===== src/shared/driver_fault_status_consts.vh =====
// constants for the driver status flag block
`ifndef DRIVER_FAULT_STATUS_CONSTS_VH
`define DRIVER_FAULT_STATUS_CONSTS_VH
`define FAULT_STATUS_ADDR   7'h6F
`define STST_CYCLES         21'h100000
`define STST_CNT_W          21
`define BIT_STST            31
`define BIT_QUIET           30
`define CS_HI               20
`define CS_LO               16
`define BIT_TEMP_LO         8
`define BIT_OPEN_A          6
`define BIT_LSS_A           4
`define BIT_GND_A           2
`define BIT_OT              1
`define BIT_OTPW            0
`endif


===== src/design/short_flag_pair.v =====
// sticky short flags for one chopper mode
`timescale 1ns/10ps
`default_nettype none
`include "driver_fault_status_consts.vh"
module short_flag_pair (
    input  wire       clock,
    input  wire       rst_n,
    input  wire       active,
    input  wire       clear,
    input  wire [3:0] detect,
    output reg  [3:0] flags_q
);
    // detection only counts while this mode drives; clear by disabling
    always @(posedge clock) begin
        if (!rst_n) begin
            flags_q <= 4'h0;
        end else if (clear) begin
            flags_q <= 4'h0;
        end else begin
            flags_q <= flags_q | (detect & {4{active}});
        end
    end
endmodule
`default_nettype wire


===== src/design/driver_status_flags.v =====
// driver status word: standstill, mode, current scale and fault flags
// Functional notes
// - standstill bit 31 set after 2^20 clocks without step, cleared on step
// - bit 30 high while quiet voltage-mode chopper is active
// - bits 20..16 show the applied current scale
// - bits 11..8 follow the 157/150/143/120 degree comparators
// - bits 7,6 show open load on B,A; no protective action
// - bits 5,4 latch low-side shorts B,A and disable bridges
// - bits 3,2 latch ground shorts B,A and disable bridges
// - short flags hold until off-time zero or enable input high
// - separate short flag sets kept per chopper mode
// - bit 1 over-temperature; bridges off until pre-warning also clears
// - bit 0 set while pre-warning threshold exceeded
// - one over-temperature and one pre-warning flag for both bridges
`timescale 1ns/10ps
`default_nettype none
`include "driver_fault_status_consts.vh"
module driver_status_flags (
    input  wire        clock,
    input  wire        rst_n,
    input  wire        step_in,
    input  wire        quiet_mode,
    input  wire [4:0]  current_scale,
    input  wire [3:0]  temp_comp_in,
    input  wire [1:0]  open_load_in,
    input  wire [1:0]  lowside_short_in,
    input  wire [1:0]  ground_short_in,
    input  wire        over_temp_in,
    input  wire        pre_warn_in,
    input  wire        enable_low_input,
    input  wire [3:0]  chopper_off_time,
    input  wire [6:0]  reg_addr,
    input  wire        reg_rd,
    output reg  [31:0] reg_rdata_q,
    output wire        bridge_enable
);
    reg  [2:0]  step_s_q;
    reg  [1:0]  enn_s_q;
    reg  [3:0]  tc_s1_q, tc_q;
    reg  [1:0]  ol_s1_q, ol_q;
    reg  [3:0]  sh_s1_q, sh_q;
    reg  [1:0]  ot_s1_q, ot_q;
    reg  [`STST_CNT_W-1:0] idle_q;
    reg         stst_q;
    reg         ot_lock_q;
    wire [3:0]  flags_quiet;
    wire [3:0]  flags_cycle;
    wire [3:0]  short_view;
    wire        step_edge;
    wire        drv_off;
    // pin synchronisers, two stages before use
    always @(posedge clock) begin
        if (!rst_n) begin
            step_s_q <= 3'h0;
            enn_s_q  <= 2'h3;
            tc_s1_q  <= 4'h0;
            tc_q     <= 4'h0;
            ol_s1_q  <= 2'h0;
            ol_q     <= 2'h0;
            sh_s1_q  <= 4'h0;
            sh_q     <= 4'h0;
            ot_s1_q  <= 2'h0;
            ot_q     <= 2'h0;
        end else begin
            step_s_q <= {step_s_q[1:0], step_in};
            enn_s_q  <= {enn_s_q[0], enable_low_input};
            tc_s1_q  <= temp_comp_in;
            tc_q     <= tc_s1_q;
            ol_s1_q  <= open_load_in;
            ol_q     <= ol_s1_q;
            sh_s1_q  <= {lowside_short_in, ground_short_in};
            sh_q     <= sh_s1_q;
            ot_s1_q  <= {over_temp_in, pre_warn_in};
            ot_q     <= ot_s1_q;
        end
    end
    assign step_edge = step_s_q[1] & ~step_s_q[2];
    // driver disabled by software off-time zero or enable pin high
    assign drv_off = enn_s_q[1] | (chopper_off_time == 4'h0);
    // standstill counter, independent of chopper mode
    always @(posedge clock) begin
        if (!rst_n) begin
            idle_q <= {`STST_CNT_W{1'b0}};
            stst_q <= 1'b0;
        end else if (step_edge) begin
            idle_q <= {`STST_CNT_W{1'b0}};
            stst_q <= 1'b0;
        end else if (idle_q == `STST_CYCLES - 21'h1) begin
            stst_q <= 1'b1;
        end else begin
            idle_q <= idle_q + 21'h1;
        end
    end
    // one sticky short set per chopper mode
    short_flag_pair u_quiet (
        .clock   (clock),
        .rst_n   (rst_n),
        .active  (quiet_mode),
        .clear   (drv_off),
        .detect  (sh_q),
        .flags_q (flags_quiet)
    );
    short_flag_pair u_cycle (
        .clock   (clock),
        .rst_n   (rst_n),
        .active  (~quiet_mode),
        .clear   (drv_off),
        .detect  (sh_q),
        .flags_q (flags_cycle)
    );
    assign short_view = quiet_mode ? flags_quiet : flags_cycle;
    // thermal shutdown held until pre-warning drops too, shared by bridges
    always @(posedge clock) begin
        if (!rst_n) begin
            ot_lock_q <= 1'b0;
        end else if (ot_q[1]) begin
            ot_lock_q <= 1'b1;
        end else if (!ot_q[0]) begin
            ot_lock_q <= 1'b0;
        end
    end
    // open load takes no part in the bridge enable
    assign bridge_enable = ~drv_off & ~ot_lock_q & ~(|flags_quiet) & ~(|flags_cycle);
    // read port: only this address answers, reads change no state
    always @(posedge clock) begin
        if (!rst_n) begin
            reg_rdata_q <= 32'h00000000;
        end else if (reg_rd) begin
            reg_rdata_q <= 32'h00000000;
            if (reg_addr == `FAULT_STATUS_ADDR) begin
                reg_rdata_q[`BIT_STST]                <= stst_q;
                reg_rdata_q[`BIT_QUIET]               <= quiet_mode;
                reg_rdata_q[`CS_HI:`CS_LO]            <= current_scale;
                reg_rdata_q[`BIT_TEMP_LO+3:`BIT_TEMP_LO] <= tc_q;
                reg_rdata_q[`BIT_OPEN_A+1:`BIT_OPEN_A] <= ol_q;
                reg_rdata_q[`BIT_LSS_A+1:`BIT_LSS_A]  <= short_view[3:2];
                reg_rdata_q[`BIT_GND_A+1:`BIT_GND_A]  <= short_view[1:0];
                reg_rdata_q[`BIT_OT]                  <= ot_lock_q;
                reg_rdata_q[`BIT_OTPW]                <= ot_q[0];
            end
        end
    end
endmodule
`default_nettype wire


===== config.mk =====
export PLATFORM = sky130hd
export DESIGN_NAME = driver_status_flags
export DESIGN_NICKNAME = d
export VERILOG_FILES = /design/src/design/short_flag_pair.v /design/src/design/driver_status_flags.v
export VERILOG_INCLUDE_DIRS = /design/src /design/src/shared
export SDC_FILE = /design/constraint.sdc
export NUM_CORES = 1
export LEC_CHECK = 0
export ABC_AREA = 1
export BUFFER_PORTS_ARGS = -buffer_cell sky130_fd_sc_hd__buf_4
export CAP_MARGIN = 20
export CELL_PAD_IN_SITES_DETAIL_PLACEMENT = 0
export CELL_PAD_IN_SITES_GLOBAL_PLACEMENT = 1
export CORE_MARGIN = 2
export CORE_UTILIZATION = 39
export DETAILED_ROUTE_END_ITERATION = 6
export GPL_ROUTABILITY_DRIVEN = 0
export PLACE_DENSITY = 0.82
export SLEW_MARGIN = 30
export SYNTH_ARGS = -nofsm -noshare
export SYNTH_HDL_FRONTEND = slang
export SYNTH_SLANG_ARGS = --single-unit

===== constraint.sdc =====
create_clock -name clock -period 1.8 [get_ports clock]
set_input_delay 0.09 -clock clock [delete_from_list [all_inputs] [get_ports clock]]
set_output_delay 0.09 -clock clock [all_outputs]
set_load 0.02 [all_outputs]

==> flow_metrics.tcl <==
set metrics [dict create \
    status "complete, no violations" \
    nFillCells 839 \
    cp_cell_sequence "ha_1 -> inv_2 -> nor2_4 -> nand2_4 -> nor2_4 -> nand2_4 -> nand2_1 -> a21oi_1" \
    cts-buffers-inserted 9 \
    start_util_pct 39.7 \
    synthSimpleGateAreaFrac_pct 26.0 \
    die_area_um2 8970 \
    synth_cell_types 29 \
    synth_compound_area_share_pct 10.9 \
    rsz0062_at_grt "false" \
    synthCells 424 \
    p_leak_uw 0.00192 \
    drv_slew 0 \
    hold_end "ot_lock_q" \
    dpl.cell_count 571 \
    cts_root_buf "clkbuf_8" \
    async_flop_share_pct 0 \
    wl_per_cell_um 10.7 \
    drive_above_1_share_pct 18.6 \
    first_pass_iters 4 \
    io_buffers 53 \
    yosysSeqAreaShare_pct 49.3 \
    io_pins 67 \
    endpoint_kind "flip-flop" \
    ff2ff_path_depth 8 \
    ys_dominant_reg_cell "dfxtp_1" \
    fin_tns_setup_ps 0 \
    post_synth_xor_area_fraction_pct 0.819 \
    r2r-end "idle_q[0]" \
    cp_num_buf_inv 1 \
    r2r_setup_slack_ps 290 \
    drt_iter0_drc 95 \
    cp-start-kind "flip-flop" \
    nets 531 \
    antenna_found_initial 0 \
    critPathKind "reg -> reg" \
    synth.avg_cell_area_um2 7.57 \
    hold_violations 0 \
    finalWirelength_um 6500 \
    antenna_cells 0 \
    max_stage_delay_ps 390 \
    synth-adder-area-share_pct 0.390 \
    fp.dieH_um 94.7 \
    area_delta_synth_final_pct 26.2 \
    clk_pin_slew_ps 90 \
    cap_viol_max_count 0 \
    core_area_um2 8090 \
    routed-via-count 2695 \
    setup_viol 0 \
    grt_max_degree 48 \
    whs_path_depth 3 \
    grt_pass1_wl_um 10900 \
    critPathSlowestCell "dfxtp_1" \
    dp_hpwl_um 4460 \
    fmax_ghz 0.664 \
    power_density_nw_per_um2 865 \
    path_max_fanout 21 \
    postRouteAntennaNets 0 \
    cts_max_path_buffers 2 \
    finalCriticalPeriod_ps 1510 \
    cts.sinks 79 \
    multi_input_area_um2 1270 \
    yosysWarnings 0 \
    cp_top_family "simple AND/OR/NAND/NOR gates" \
    cp.required_ps 2020 \
    critPathArrivalTime_ps 1720 \
    ys_seq_elements 79 \
    synth_mux_area_share_pct 0 \
    peakVddDrop_mv 0.471 \
    finalNonFillerCells 606 \
    timing.rr.start "idle_q[1]" \
    std_cell_rows 33 \
    netlist_area_um2 3210 \
    die_w_um 94.7 \
    cts_resized 0 \
    grt_pass1_vias 2535 \
    finalClockSkew_ps 9.94 \
    synth_edf_count 0 \
    timing.final.crit_share_pct 83.7 \
    hp-class "in -> reg" \
    via_per_inst 4.45 \
    htreeDepth 3 \
    worstSkewPairLatency_ps 350 \
    grt_overflow 0 \
    seq_area_um2 1580 \
    grt_usage_pct 15.5 \
    hp-start "rst_n" \
    synth_top_family_by_area "simple AND/OR/NAND/NOR gates" \
    drc 0 \
    cts_tree "yes" \
]
## tightest hold or removal path, stage by stage
cell and delay, ps:
buf_4 80, inv_1 70, nor2_1 100
## through the flow
step	instance area [µm²]	util (%)	setup slack [ps]	hold WS [ps]	total power, µW
global route	4050	50.0	129	13.8	3660
detailed placement	3650	45.1	292	277	2130
global placement	3650	45.1	342	273	2130
finish	4050	50.0	293	33.6	3500
floorplan	3250	-	261	188	2040
CTS	4050	50.0	275	13.5	3550
## per-layer routing
metal / track usage (%) / part of all wire (%)
met5: 0 / 0
met4: 5.92 / 1.3
met3: 4.15 / 3.4
met2: 27.0 / 49
met1: 18.3 / 46
## cell families (layout without fill, tap and decap cells)
kind of cell | after synthesis | count (layout)
flip-flops | 79 | 79
AO/OA/AOI/OAI | 68 | 68
AND/OR/NAND/NOR | 184 | 184
buffers and inverters | 88 | 153
other | 1 | 13
XOR/XNOR | 3 | 3
adder cells (fa/ha/maj) | 1 | 1
## placed cells by master, fill, tap and decap left out, drive strengths merged, types with 2 or more instances in the layout
cell and instances:
conb 13, dfxtp 79, a21oi 35, o21ai 26, dlygate4sd3 19, inv 63, or2 6, xnor2 2
clkbuf 10, nor2 34, nor3 3, a31oi 6, buf 58, nand3b 2, nand2 113, nand3 17
nand4 6
## Yosys cell counts (3+ instances only)
cell type,number,area (µm²)
nand2_1,110,413
nand3_1,12,60.1
or2_2,6,37.5
nor2_1,31,116
dfxtp_1,79,1580
o21ai_0,26,130
a21oi_1,35,175
a31oi_1,6,37.5
nand2_4,3,33.8
nor2_4,3,33.8
nand3_2,5,50.1
nand4_1,6,37.5
inv_1,59,221
buf_4,14,105
clkbuf_1,11,41.3
## state kept, by name, summed over array words and instances, names as in the netlist, 3 cells and up
name             flops
tc_q                 4
idle_q              21
sh_s1_q              4
reg_rdata_q         19
u_cycle.flags_q      4
step_s_q             3
tc_s1_q              4
u_quiet.flags_q      4
sh_q                 4
## how the worst max path moves through the flow
stage          cells after the start         end  startpoint  slack [ps]
2_1_floorplan                      9   idle_q[0]   idle_q[0]         260
3_3_place_gp                       8   idle_q[0]   idle_q[1]         340
3_5_place_dp                       8   idle_q[1]   idle_q[1]         290
4_1_cts                            8   idle_q[0]   idle_q[1]         280
5_1_grt                            7  idle_q[16]   idle_q[1]         130
6_report                           8   idle_q[0]   idle_q[1]         290
## area by class of cell
type                            count  share of cell area [%]
Clock buffer                       10                    3.40
Clock inverter                      6                    1.85
Inverter                           60                    5.56
Multi-Input combinational cell    269                    31.4
Sequential cell                    79                    39.0
Tap cell                          105                    3.24
Timing Repair Buffer               77                    15.4
## where the power goes
part | switching, µW | internal [µW]
Combinational | 157 | 138
Clock | 680 | 700
Sequential | 25.3 | 1800
Total | 862 | 2640
## what timing repair did
action,4_1_cts,5_1_grt
hold endpoints to repair,19,0
hold buffers,19,0
endpoints found under the setup margin,0,0
setup buffers,0,0
(Power assumes the default switching activity.)
